--- config.mk ---
export PLATFORM = sky130hd
export DESIGN_NAME = ppe_host
export DESIGN_NICKNAME = d
export VERILOG_FILES = /design/src/logic/ppe_host.v
export VERILOG_INCLUDE_DIRS = /design/src /design/src/common
export SDC_FILE = /design/constraint.sdc
export NUM_CORES = 1
export LEC_CHECK = 0
export ABC_CLOCK_PERIOD_IN_PS = 6550
export BUFFER_PORTS_ARGS = -buffer_cell sky130_fd_sc_hd__buf_2
export CORE_MARGIN = 4
export CORE_UTILIZATION = 55
export CTS_CLUSTER_DIAMETER = 200
export CTS_CLUSTER_SIZE = 14
export DETAILED_ROUTE_END_ITERATION = 16
export PLACE_DENSITY = 0.75
export SETUP_SLACK_MARGIN = 0.2
export SKIP_CTS_REPAIR_TIMING = 1
export SLEW_MARGIN = 20
export SYNTH_ARGS = -nofsm -noshare
export SYNTH_HDL_FRONTEND = slang
export SYNTH_SLANG_ARGS = --single-unit
--- constraint.sdc ---
create_clock -name i_clk -period 6.55 [get_ports i_clk]
set_input_delay 0.655 -clock i_clk [delete_from_list [all_inputs] [get_ports i_clk]]
set_output_delay 0.655 -clock i_clk [all_outputs]
set_load 0.01 [all_outputs]
--- src/common/ppe_regs.vh ---
// Constants for the paged EEPROM host controller
`ifndef PPE_REGS_VH
`define PPE_REGS_VH
`define PPE_ADDR_W 17
`define PPE_PAGE_LSB 7
`define PPE_PAGE_BYTES 128
`define PPE_CLK_MHZ 20
`define PPE_STROBE_NS 250
`define PPE_STROBE_CYC ((`PPE_STROBE_NS * `PPE_CLK_MHZ + 999) / 1000)
`define PPE_GAP_NS 150
`define PPE_GAP_CYC ((`PPE_GAP_NS * `PPE_CLK_MHZ + 999) / 1000)
`define PPE_RD_NS 300
`define PPE_RD_CYC ((`PPE_RD_NS * `PPE_CLK_MHZ + 999) / 1000)
`define PPE_BLC_US 150
`define PPE_BLC_CYC ((`PPE_BLC_US * `PPE_CLK_MHZ) - 12)
`define PPE_WC_MS 10
`define PPE_WC_CYC (`PPE_WC_MS * 1000 * `PPE_CLK_MHZ)
`define PPE_PWR_MS 5
`define PPE_PWR_CYC (`PPE_PWR_MS * 1000 * `PPE_CLK_MHZ)
`define PPE_UNL_A0 17'h05555
`define PPE_UNL_D0 8'haa
`define PPE_UNL_A1 17'h02aaa
`define PPE_UNL_D1 8'h55
`define PPE_UNL_A2 17'h05555
`define PPE_UNL_D2 8'ha0
`endif

--- src/logic/ppe_host.v ---
// Host controller driving a paged parallel EEPROM through its pins
// Contract
// - Host sends the three-write unlock sequence before every page load.
// - Host issues each next byte within the byte load window.
// - Host keeps the page address fixed for a whole page load.
// - Host polls only once a page load ends: after its last byte, at window expiry, or on a write to another page.
`timescale 1ns/1ps
`include "ppe_regs.vh"
module ppe_host #(
    parameter BLC_CYC = `PPE_BLC_CYC,
    parameter WC_CYC = `PPE_WC_CYC,
    parameter PWR_CYC = `PPE_PWR_CYC
) (
    input wire i_clk,
    input wire i_reset,
    input wire i_ce,
    input wire i_rd_req,
    input wire [16:0] i_rd_addr,
    input wire i_wr_req,
    input wire [16:0] i_wr_addr,
    input wire [7:0] i_wr_data,
    input wire i_wr_last,
    input wire [7:0] i_mem_data,
    output reg o_rd_valid,
    output reg [7:0] o_rd_data,
    output reg o_wr_ack,
    output reg o_busy,
    output reg o_timeout,
    output reg [16:0] o_mem_addr,
    output reg [7:0] o_mem_data,
    output reg o_mem_data_oe,
    output reg o_chip_enable_n,
    output reg o_output_enable_n,
    output reg o_write_enable_n
);
// ------------------------------------------------
// States
// ------------------------------------------------
localparam S_PWR = 8'h01;
localparam S_IDLE = 8'h02;
localparam S_WSTB = 8'h04;
localparam S_WGAP = 8'h08;
localparam S_LOAD = 8'h10;
localparam S_RSTB = 8'h20;
localparam S_RGAP = 8'h40;
localparam S_POLL = 8'h80;
reg [7:0] st_q;
reg [23:0] cnt_q;
reg [23:0] wc_q;
reg [1:0] unl_q;
reg unl_done_q;
reg [9:0] page_q;
reg [7:0] last_d_q;
reg [16:0] last_a_q;
reg poll_q;
reg [7:0] in_s1_q;
reg [7:0] in_s2_q;
reg [16:0] pend_a_q;
reg [7:0] pend_d_q;
reg pend_last_q;
function [24:0] unl_pair;
    input [1:0] idx;
    begin
        case (idx)
            2'd0: unl_pair = {`PPE_UNL_A0, `PPE_UNL_D0};
            2'd1: unl_pair = {`PPE_UNL_A1, `PPE_UNL_D1};
            default: unl_pair = {`PPE_UNL_A2, `PPE_UNL_D2};
        endcase
    end
endfunction
wire [24:0] unl_first = unl_pair(2'd0);
wire [24:0] unl_next = unl_pair(unl_q + 2'd1);
// ------------------------------------------------
// Sequencer
// ------------------------------------------------
always @(posedge i_clk)
begin
    if (i_reset)
    begin
        st_q <= S_PWR;
        cnt_q <= 24'h000000;
        wc_q <= 24'h000000;
        unl_q <= 2'd0;
        unl_done_q <= 1'b0;
        page_q <= 10'h000;
        last_d_q <= 8'h00;
        last_a_q <= 17'h00000;
        poll_q <= 1'b0;
        in_s1_q <= 8'h00;
        in_s2_q <= 8'h00;
        pend_a_q <= 17'h00000;
        pend_d_q <= 8'h00;
        pend_last_q <= 1'b0;
        o_rd_valid <= 1'b0;
        o_rd_data <= 8'h00;
        o_wr_ack <= 1'b0;
        o_busy <= 1'b1;
        o_timeout <= 1'b0;
        o_mem_addr <= 17'h00000;
        o_mem_data <= 8'h00;
        o_mem_data_oe <= 1'b0;
        o_chip_enable_n <= 1'b1;
        o_output_enable_n <= 1'b1;
        o_write_enable_n <= 1'b1;
    end
    else if (i_ce)
    begin
        in_s1_q <= i_mem_data;
        in_s2_q <= in_s1_q;
        o_rd_valid <= 1'b0;
        o_wr_ack <= 1'b0;
        o_timeout <= 1'b0;
        case (st_q)
            S_PWR:
            begin
                cnt_q <= cnt_q + 24'd1;
                if (cnt_q >= PWR_CYC[23:0])
                begin
                    st_q <= S_IDLE;
                    o_busy <= 1'b0;
                    cnt_q <= 24'h000000;
                end
            end
            S_IDLE:
            begin
                cnt_q <= 24'h000000;
                if (i_wr_req)
                begin
                    pend_a_q <= i_wr_addr;
                    pend_d_q <= i_wr_data;
                    pend_last_q <= i_wr_last;
                    page_q <= i_wr_addr[16:`PPE_PAGE_LSB];
                    unl_q <= 2'd0;
                    unl_done_q <= 1'b0;
                    o_busy <= 1'b1;
                    o_mem_addr <= unl_first[24:8];
                    o_mem_data <= unl_first[7:0];
                    st_q <= S_WSTB;
                end
                else if (i_rd_req)
                begin
                    o_busy <= 1'b1;
                    o_mem_addr <= i_rd_addr;
                    st_q <= S_RSTB;
                end
            end
            S_WSTB:
            begin
                o_output_enable_n <= 1'b1;
                o_mem_data_oe <= 1'b1;
                o_chip_enable_n <= 1'b0;
                o_write_enable_n <= 1'b0;
                cnt_q <= cnt_q + 24'd1;
                if ({8'h00, cnt_q} >= `PPE_STROBE_CYC)
                begin
                    o_write_enable_n <= 1'b1;
                    o_chip_enable_n <= 1'b1;
                    cnt_q <= 24'h000000;
                    st_q <= S_WGAP;
                end
            end
            S_WGAP:
            begin
                cnt_q <= cnt_q + 24'd1;
                if ({8'h00, cnt_q} >= `PPE_GAP_CYC)
                begin
                    o_mem_data_oe <= 1'b0;
                    cnt_q <= 24'h000000;
                    if (!unl_done_q)
                    begin
                        if (unl_q == 2'd2)
                        begin
                            unl_done_q <= 1'b1;
                            o_mem_addr <= pend_a_q;
                            o_mem_data <= pend_d_q;
                        end
                        else
                        begin
                            unl_q <= unl_q + 2'd1;
                            o_mem_addr <= unl_next[24:8];
                            o_mem_data <= unl_next[7:0];
                        end
                        st_q <= S_WSTB;
                    end
                    else
                    begin
                        o_wr_ack <= 1'b1;
                        last_a_q <= pend_a_q;
                        last_d_q <= pend_d_q;
                        st_q <= pend_last_q ? S_POLL : S_LOAD;
                    end
                end
            end
            S_LOAD:
            begin
                cnt_q <= cnt_q + 24'd1;
                if (i_wr_req && i_wr_addr[16:`PPE_PAGE_LSB] == page_q
                    && cnt_q < BLC_CYC[23:0])
                begin
                    pend_a_q <= i_wr_addr;
                    pend_d_q <= i_wr_data;
                    pend_last_q <= i_wr_last;
                    o_mem_addr <= i_wr_addr;
                    o_mem_data <= i_wr_data;
                    cnt_q <= 24'h000000;
                    st_q <= S_WSTB;
                end
                else if (i_wr_req || cnt_q >= BLC_CYC[23:0])
                begin
                    cnt_q <= 24'h000000;
                    st_q <= S_POLL;
                end
            end
            S_RSTB:
            begin
                o_chip_enable_n <= 1'b0;
                o_output_enable_n <= 1'b0;
                cnt_q <= cnt_q + 24'd1;
                if ({8'h00, cnt_q} >= `PPE_RD_CYC + 2)
                begin
                    o_rd_data <= in_s2_q;
                    o_chip_enable_n <= 1'b1;
                    o_output_enable_n <= 1'b1;
                    cnt_q <= 24'h000000;
                    st_q <= S_RGAP;
                end
            end
            S_RGAP:
            begin
                cnt_q <= cnt_q + 24'd1;
                if ({8'h00, cnt_q} >= `PPE_GAP_CYC)
                begin
                    cnt_q <= 24'h000000;
                    if (poll_q)
                    begin
                        if (o_rd_data[7] == last_d_q[7])
                        begin
                            poll_q <= 1'b0;
                            o_busy <= 1'b0;
                            st_q <= S_IDLE;
                        end
                        else if (wc_q >= WC_CYC[23:0])
                        begin
                            poll_q <= 1'b0;
                            o_busy <= 1'b0;
                            o_timeout <= 1'b1;
                            st_q <= S_IDLE;
                        end
                        else
                            st_q <= S_RSTB;
                    end
                    else
                    begin
                        o_rd_valid <= 1'b1;
                        o_busy <= 1'b0;
                        st_q <= S_IDLE;
                    end
                end
            end
            S_POLL:
            begin
                poll_q <= 1'b1;
                wc_q <= 24'h000000;
                o_mem_addr <= last_a_q;
                st_q <= S_RSTB;
            end
            default:
                st_q <= S_IDLE;
        endcase
        if (poll_q && wc_q != 24'hffffff)
            wc_q <= wc_q + 24'd1;
    end
end
endmodule

==> out/results.txt, run 1 <==
Top post-synthesis cells by count - dfxtp_1, nand2_1, nor2_1, o21ai_0, a21oi_1
Post-DP HPWL - 15120 µm
Reg-to-reg startpoint - st_q[5]
Post-layout min period - 3.551 ns
Skew final - 0.009019 ns
Row cnt - 45
Syn_area_per_cell - 8.300 µm²
Bufs on Longest Clock Path - 2
Type of element launching the critical path - flip-flop
Final Setup Violations - 0
Post-synthesis sequential area ratio - 40.40%
Total power - 2376 µW
Count leader, synth - dfxtp_1
Layout net count - 1137
GRT Total Usage - 25.68%
Drt first-iter violations - 680
Fin. Hold Viols - 0
Status - complete, no violations
Routability Congestion - 0.9074
Drt total wl - 22760 µm
Area leader, netlist - dfxtp_1
# port buffers - 96
Clock root cell - clkbuf_16
LEAKAGE - 0.003766 µW
First-pass GRT wire length - 37180 µm
# clock sinks - 171
Critical path origin - st_q[5]
Syn nets - 1087
Share of cells above drive strength 1 - 15.41%
TritonCTS clock tree - done
Die area - 17460 µm²
Yosys reg bits - 171
Req. time, crit path - 6.88 ns
Vert. Die Dim - 132.1 µm
CP max FO - 19
IO Count - 97
Netlist cell types - 65
Pwr dens - 248.8 nW/µm²
Synth Warn # - 0
Core area - 15150 µm²
Area grow syn2layout - 12.65%
Total gr overflow - 0
Worst-Skew Late Latency - 0.43 ns
Ranking of synthesized cells by area - dfxtp_1, mux2i_1, nand2_1
Worst-Margin Slew - 1.036 ns
Pin count of the biggest net entering global routing - 91
Routed vias/inst - 6.197
Worst Hold Launch - cnt_q[17]
Max-slew violations - 0
Initial antenna violation count - 0
Yosys top cell area share - 40.40%
Max-cap violations - 0
Max-slew headroom - 30.49%
# H-tree levels - 4
DR WL/cell - 17.89 µm
RSZ-0062 raised after global routing - no
Post-synth EDFFs - 0
Drt pass-1 iters - 6
Vias in the first global route - 7346
Syn Std Cell Area - 8474 µm²
Die X - 132.1 µm
Setup CP Type - flip-flop to flip-flop
Main synth FF type - dfxtp_1
Fmax - 0.2816 GHz
Syn Inst Count - 1021
DRC - 0
Final ANT Viol Nets - 0
Worst Hold Class - flip-flop to flip-flop
Routed vias - 7882
Starting density of the core - 55.95%
TritonCTS Buffers - 17
Antenna cell count - 0
CP Capture Type - flip-flop
Post-Route Setup TNS - 0 ns
CP Data Arrival Time - 3.88 ns
Hold slack - 0.4499 ns
Final Cycle Share - 54.21%
Maximum vdd drop - 0.2267 mV
Clk slew on worst S/H paths - 0.07 ns
Async SR Flop Fraction - 0%
## metal layers
metal	up-vias	track usage [%]	routed length, µm
met4	0	7.935	503
met3	39	5.840	1723
met1	3710	34.78	10010
met2	309	40.96	10520
li1	3824	-	-
met5	-	0	0
## power breakdown
group,switching (µW),total [µW],leakage [µW],internal (µW)
registers,29.2,1100,0.00138,1070
logic,193,295,0.00211,102
clock network,475,982,0.000276,508
## placed cells by master (no fill, tap or decap), types with 19 or more instances in the layout
cell,count
nand2_1,109
nor4_1,27
dfxtp_1,171
nand3_1,60
xor2_1,22
buf_2,95
o21ai_0,75
nand4_1,19
mux2i_1,52
nor3_1,22
nor2_1,78
a21oi_1,67
## flip-flops by register name, summed over array words and instances (netlist names), 2 cells and up
name / count
cnt_q: 24
in_s1_q: 8
in_s2_q: 8
last_a_q: 17
o_mem_addr: 17
o_mem_data: 8
o_rd_data: 8
page_q: 10
pend_a_q: 17
pend_d_q: 8
st_q: 8
unl_q: 2
wc_q: 24
## final cells by class
| class | count | area [µm²] |
|---|---|---|
| clock buffer | 17 | 425.4 |
| tap | 188 | 235.2 |
| sequential | 171 | 3423 |
| clock inverter | 15 | 156.4 |
| inverter | 15 | 56.30 |
| multi-input combinational | 757 | 4669 |
| fill | 1333 | 5599 |
| timing repair buffer | 109 | 580.6 |
## critical path: stages (launching register included)
cell	delay [ns]
dfxtp_1	0.39
nor4_2	0.60
nand3_1	0.73
o211ai_1	0.34
o21a_1	0.39
nand3_1	0.57
o211a_1	0.41
## per-stage QoR
step / setup slack [ns] / utilization (%) / cell area (µm²) / std cells
6_report: 2.999 / 63.03 / 9547 / 1272
5_1_grt: 2.645 / 63.03 / 9547 / 1272
4_1_cts: 3.042 / 63.02 / 9545 / 1272
3_5_place_dp: 3.054 / 59.18 / 8964 / 1240
3_3_place_gp: 3.178 / 59.18 / 8964 / 1240
2_1_floorplan: 4.124 / - / 8474 / 1021
## kinds of logic after synthesis
logic type / Yosys count / synth area share, %
DFF: 171 / 40.40
adders and majority gates: 10 / 1.476
xor gates and xnor gates: 29 / 2.997
AOI/OAI and AO/OA: 260 / 19.90
and+or+nand+nor: 402 / 23.86
buffers and inverters: 93 / 4.695
muxes: 56 / 6.674
## worst paths after layout
path / to / slack, ns / cells past startpoint
worst max register to register: o_mem_addr[15] / 3.00 / 6
worst min register to register: cnt_q[17] / 0.45 / 2
worst max-delay path: o_mem_addr[15] / 3.00 / 6
worst min-delay path: cnt_q[17] / 0.45 / 2
Note: power is estimated with default switching activity, not from simulation.
==> run 2: changes to the inputs <==
--- a/config.mk
+++ b/config.mk
@@ -6,7 +6,7 @@
 export SDC_FILE = /design/constraint.sdc
 export NUM_CORES = 1
 export LEC_CHECK = 0
-export ABC_CLOCK_PERIOD_IN_PS = 6550
+export ABC_CLOCK_PERIOD_IN_PS = 3300
 export BUFFER_PORTS_ARGS = -buffer_cell sky130_fd_sc_hd__buf_2
 export CORE_MARGIN = 4
 export CORE_UTILIZATION = 55
==> constraint.sdc (replaced) <==
create_clock -name i_clk -period 3.3 [get_ports i_clk]
set_input_delay 0.33 -clock i_clk [delete_from_list [all_inputs] [get_ports i_clk]]
set_output_delay 0.33 -clock i_clk [all_outputs]
set_load 0.01 [all_outputs]
==> run 2 against run 1 <==
Non-clock buffer count grew 16. Setup slack lost 2.6 ns. Highest routed layer unchanged. Clock-buffer cell count grew 2. Wire length grew 2.4%. Cell count grew 1.3%. Combinational power grew 110%. Die area is the same. First-iteration DRC count grew 19%. Design area grew 1.6%. Largest power group unchanged.
==> out/results.txt, run 2 (synthesis results as in run 1) <==
Drt first-iter violations - 809
Clk slew on worst S/H paths - 0.07 ns
Top Registers - cnt_q (24), wc_q (24)
Req. time, crit path - 3.62 ns
R2R depth - 5
Type of element launching the critical path - flip-flop
Pin count of the biggest net entering global routing - 106
Layout net count - 1153
Skew final - 0.008195 ns
Max-cap violations - 0
Fin. Hold Viols - 0
# clock sinks - 171
DR WL/cell - 18.09 µm
Post-Route Setup TNS - 0 ns
Post-layout min period - 2.904 ns
TritonCTS clock tree - done
CP Capture Type - flip-flop
Die X - 132.1 µm
Starting density of the core - 55.95%
Routability Congestion - 0.9345
Row cnt - 45
Worst Setup Slack post-DPL - 0.4589 ns
Reg-to-reg startpoint - st_q[0]
IO Count - 97
Final Setup Violations - 0
Routed vias - 8018
Drt pass-1 iters - 5
Die area - 17460 µm²
Max-slew violations - 0
# H-tree levels - 4
Drt total wl - 23300 µm
Initial antenna violation count - 0
CP max FO - 9
CP Data Arrival Time - 3.22 ns
Final Cycle Share - 88.01%
RSZ-0062 raised after global routing - no
DRC - 0
Setup CP Type - flip-flop to flip-flop
Pwr dens - 494.1 nW/µm²
Status - complete, no violations
Worst Hold Class - primary input to flip-flop
Commonest cells after routing, fill and taps aside - dfxtp_1, nand2_1, buf_2
Setup ws final - 0.3955 ns
Core area - 15150 µm²
Routed vias/inst - 6.225
Max-slew headroom - 27.06%
Maximum vdd drop - 0.3969 mV
Vert. Die Dim - 132.1 µm
Worst-Skew Late Latency - 0.44 ns
Total gr overflow - 0
Critical path origin - st_q[0]
Share of cells above drive strength 1 - 16.45%
# port buffers - 96
Terminus of the critical flop-to-flop path - o_mem_data[4]
Final ANT Viol Nets - 0
Crit path capture - o_mem_data[4]
GRT Total Usage - 26.28%
TritonCTS Buffers - 17
Final Cell Area - 9702 µm²
LEAKAGE - 0.003858 µW
Fmax - 0.3443 GHz
Most common cell after layout, fill and taps aside - dfxtp_1
Vias in the first global route - 7559
Post-DP HPWL - 15710 µm
Bufs on Longest Clock Path - 2
Area grow syn2layout - 14.48%
First-pass GRT wire length - 37680 µm
Post-layout util - 64.06%
Worst-Margin Slew - 1.094 ns
Antenna cell count - 0
R2R Setup Slk - 0.40 ns
Placed cell area - 9109 µm²
Clock root cell - clkbuf_16
==> run 2: through the flow <==
step	cells	hold slack [ns]	power (µW)
floorplan	1021	0.4261	2618
global placement	1256	0.4342	2819
detailed placement	1256	0.4429	2826
CTS	1288	0.1205	4815
global route	1288	0.1293	4985
finish	1288	0.1315	4794
==> run 2: worst min path at each step <==
stage	start	cells past startpoint	slack, ns	end
after floorplan	cnt_q[17]	2	0.43	cnt_q[17]
after global placement	cnt_q[17]	2	0.43	cnt_q[17]
after detailed placement	cnt_q[17]	2	0.44	cnt_q[17]
after CTS	i_mem_data[0]	3	0.12	in_s1_q[0]
after global routing	i_mem_data[6]	3	0.13	in_s1_q[6]
final	i_mem_data[0]	3	0.13	in_s1_q[0]
==> run 2: layout make-up <==
class                   instances  area, µm²
multi-input cells             757       4668
repair buffers                125      725.7
flip-flops and latches        171       3423
clock buffers                  19      442.9
fillers                      1300       5444
inverters                      15      56.30
clock inverters                13      150.1
well taps                     188      235.2
==> run 2: critical path, stage by stage (launching register included) <==
cell     delay, ns
dfxtp_1       0.35
or4_1         0.72
or3_1         0.58
o21ai_1       0.40
or3_1         0.36
mux2_2        0.37
==> run 2: power by group <==
group	leakage, µW	total (µW)	switching (µW)	internal [µW]
clock network	0.000286	2000	908	1100
registers	0.00138	2180	56.4	2120
logic	0.00219	612	389	223
total	0.00386	4790	1350	3440
==> run 2: layer usage <==
| metal | share of wire [%] | GRT usage, % | routed length (µm) | vias up |
|---|---|---|---|---|
| met4 | 2.3 | 10.44 | 546 | 0 |
| met3 | 7.3 | 4.427 | 1710 | 45 |
| met5 | 0 | 0 | 0 | - |
| met1 | 43 | 35.04 | 10040 | 3784 |
| li1 | - | - | - | 3867 |
| met2 | 47 | 42.62 | 11010 | 322 |
==> run 3: changes to the inputs <==
--- a/config.mk
+++ b/config.mk
@@ -6,6 +6,7 @@
 export SDC_FILE = /design/constraint.sdc
 export NUM_CORES = 1
 export LEC_CHECK = 0
+export ABC_AREA = 1
 export ABC_CLOCK_PERIOD_IN_PS = 3300
 export BUFFER_PORTS_ARGS = -buffer_cell sky130_fd_sc_hd__buf_2
 export CORE_MARGIN = 4
@@ -13,7 +14,7 @@
 export CTS_CLUSTER_DIAMETER = 200
 export CTS_CLUSTER_SIZE = 14
 export DETAILED_ROUTE_END_ITERATION = 16
-export PLACE_DENSITY = 0.75
+export PLACE_DENSITY = 0.74
 export SETUP_SLACK_MARGIN = 0.2
 export SKIP_CTS_REPAIR_TIMING = 1
 export SLEW_MARGIN = 20
==> run 3 against run 2 <==
Synthesized cell count increased by 44%. Clock skew increased by 0.0041 ns. Clock-buffer cell count decreased by 1. Sequential share of layout area decreased by 2.8 points. Hold slack got worse by 0.020 ns. Wire length increased by 9.2%. Non-clock buffer count decreased by 19. Power increased by 26%. Largest power group unchanged.
==> out/results.txt, run 3 <==
Starting density of the core - 56.54%
Maximum vdd drop - 0.4871 mV
Post-Route Setup TNS - 0 ns
Synth Area in Adders - 1.320%
Async SR Flop Fraction - 0%
Final Cell Area - 10540 µm²
RSZ-0062 raised after global routing - no
Area leader, netlist - dfxtp_1
Post-synthesis sequential area ratio - 36.13%
Crit-path cells - inv_1 > ha_1 > inv_1 > nand2_1 > inv_1 > nor2_1 > nand2_1 > nand3_1 > nor2_1 > nand4_1 > nand2_1 > nor2_1
Initial antenna violation count - 0
Drt pass-1 iters - 9
Ranking of synthesized cells by area - dfxtp_1, nand2_1, nor2_1
Vert. Die Dim - 139.3 µm
Synth Area in Simple Gates - 37.49%
Req. time, crit path - 3.68 ns
FF+latch area - 3423 µm²
Worst-Margin Slew - 0.7114 ns
Syn Std Cell Area - 9475 µm²
Worst-Skew Late Latency - 0.44 ns
DRC - 0
Share of cells above drive strength 1 - 13.61%
Grt met1 use - 34.01%
Drt total wl - 25440 µm
Yosys top cell area share - 36.13%
Post-layout util - 62.90%
Status - complete, no violations
Yosys reg bits - 171
# clock sinks - 171
Routing usage on met2 - 43.94%
Reg-to-reg startpoint - unl_q[0]
First-pass GRT wire length - 42260 µm
GRT Total Usage - 26.09%
Worst Hold Class - primary input to flip-flop
Max-slew violations - 0
Setup CP Type - flip-flop to flip-flop
# H-tree levels - 4
Core area - 16760 µm²
Clk slew on worst S/H paths - 0.07 ns
Die X - 139.3 µm
Type of element launching the critical path - flip-flop
Routed vias/inst - 5.312
# port buffers - 96
Post-synthesis mux area share - 0%
Worst path slowest cell - ha_1
CP Capture Type - flip-flop
Synth Area in Compound Gates - 11.30%
Layer with the highest usage - met2
Row cnt - 47
Worst path depth - 12
Crit path max-delay family - simple AND/OR/NAND/NOR gates
DR WL/cell - 14.49 µm
WP buf/inv - 3
Syn nets - 1533
Critical path origin - unl_q[0]
Total gr overflow - 0
Routed vias - 9328
Max-cap violations - 0
Drt first-iter violations - 697
Max-slew headroom - 52.57%
IO Count - 97
Antenna cell count - 0
CP peak stage delay - 0.63 ns
Routability Congestion - 0.9024
Final Setup Violations - 0
Post-synth EDFFs - 0
TritonCTS Buffers - 17
R2R Setup Slk - 0.49 ns
Count leader, synth - nand2_1
TritonCTS clock tree - done
Area grow syn2layout - 11.26%
Final Cycle Share - 85.18%
Area of the multi-input gates - 5072 µm²
Top post-synthesis cells by count - nand2_1, nor2_1, dfxtp_1, inv_1, o21ai_0
Synth Warn # - 0
Netlist cell types - 40
Vias in the first global route - 8584
Post-DP HPWL - 17750 µm
Top Registers - cnt_q (24), wc_q (24)
Layout net count - 1589
Most common cell after layout, fill and taps aside - nand2_1
Crit path capture - o_mem_addr[8]
Worst Setup Slack post-DPL - 0.5782 ns
Fin. Hold Viols - 0
Main synth FF type - dfxtp_1
CP Data Arrival Time - 3.20 ns
Hold slack - 0.1115 ns
Pin count of the biggest net entering global routing - 68
Terminus of the critical flop-to-flop path - o_mem_addr[8]
R2R depth - 12
Post-layout min period - 2.811 ns
Bufs on Longest Clock Path - 2
CP max FO - 18
Grt met3 use - 4.391%
Fmax - 0.3558 GHz
Min-Delay Path Depth - 3
LEAKAGE - 0.004544 µW
Skew final - 0.01233 ns
Filler instances - 1598
Clock root cell - clkbuf_16
Die area - 19390 µm²
Largest family of logic cells by synthesized area - simple AND/OR/NAND/NOR gates
Placed cell area - 9950 µm²
Syn Inst Count - 1467
Setup ws final - 0.4891 ns
Commonest cells after routing, fill and taps aside - nand2_1, nor2_1, dfxtp_1
Synth Area in XOR/XNOR - 3.420%
Pwr dens - 574.6 nW/µm²
Final ANT Viol Nets - 0
Syn_area_per_cell - 6.459 µm²
-- run 3: cell types whose count changed after synthesis, sizes merged, moves of 23 or more --
| cell | before | now |
|---|---|---|
| nor2 | 78 | 324 |
| nand2 | 109 | 317 |
| inv | 15 | 161 |
| mux2i | 52 | 0 |
| nand3 | 60 | 107 |
| o21ai | 80 | 110 |
| nor4 | 28 | 2 |
| clkbuf | 58 | 35 |
-- run 3: worst reg2reg max path, stage by stage (launching register included) --
cell     delay [ns]
dfxtp_1        0.33
inv_1          0.13
ha_1           0.63
inv_1          0.41
nand2_1        0.18
inv_1          0.05
nor2_1         0.46
nand2_1        0.10
nand3_1        0.14
nor2_1         0.08
nand4_1        0.09
nand2_1        0.07
nor2_1         0.09
-- run 3: cells by family after synthesis --
family | after synthesis
buffers and inverters | 231
XOR/XNOR | 37
flip-flops | 171
AND/OR/NAND/NOR | 812
adder cells (fa/ha/maj) | 10
AO/OA/AOI/OAI | 206
-- run 3: cell type report --
type,instances,share of cell area (%)
clock buffer,18,4.166
clock inverter,14,1.460
inverter,162,5.792
multi-input combinational,1065,48.11
sequential,171,32.47
tap,220,2.611
timing repair buffer,106,5.388
-- run 3: metrics by stage --
| stage | cells | power (µW) |
|---|---|---|
| floorplan | 1467 | 3671 |
| global placement | 1724 | 4044 |
| detailed placement | 1724 | 4077 |
| CTS | 1756 | 6068 |
| global route | 1756 | 6393 |
| finish | 1756 | 6058 |
-- run 3: how the worst min path moves through the flow --
stage                       start          to  slack (ns)
CTS                 i_mem_data[3]  in_s1_q[3]        0.11
global placement        cnt_q[23]   cnt_q[23]        0.44
finish              i_mem_data[3]  in_s1_q[3]        0.11
detailed placement      cnt_q[23]   cnt_q[23]        0.44
floorplan               cnt_q[19]   cnt_q[19]        0.43
global route        i_mem_data[6]  in_s1_q[6]        0.11
-- run 3: where the power goes --
group / internal, µW / total [µW] / switching [µW]
clock network: 1030 / 2000 / 965
logic: 512 / 1670 / 1160
registers: 2250 / 2390 / 141
-- run 3: per-layer routing --
layer,wire length (µm),up-vias
met5,0,-
met4,626,0
met3,1473,52
met2,12080,300
met1,11260,4212
li1,-,4764
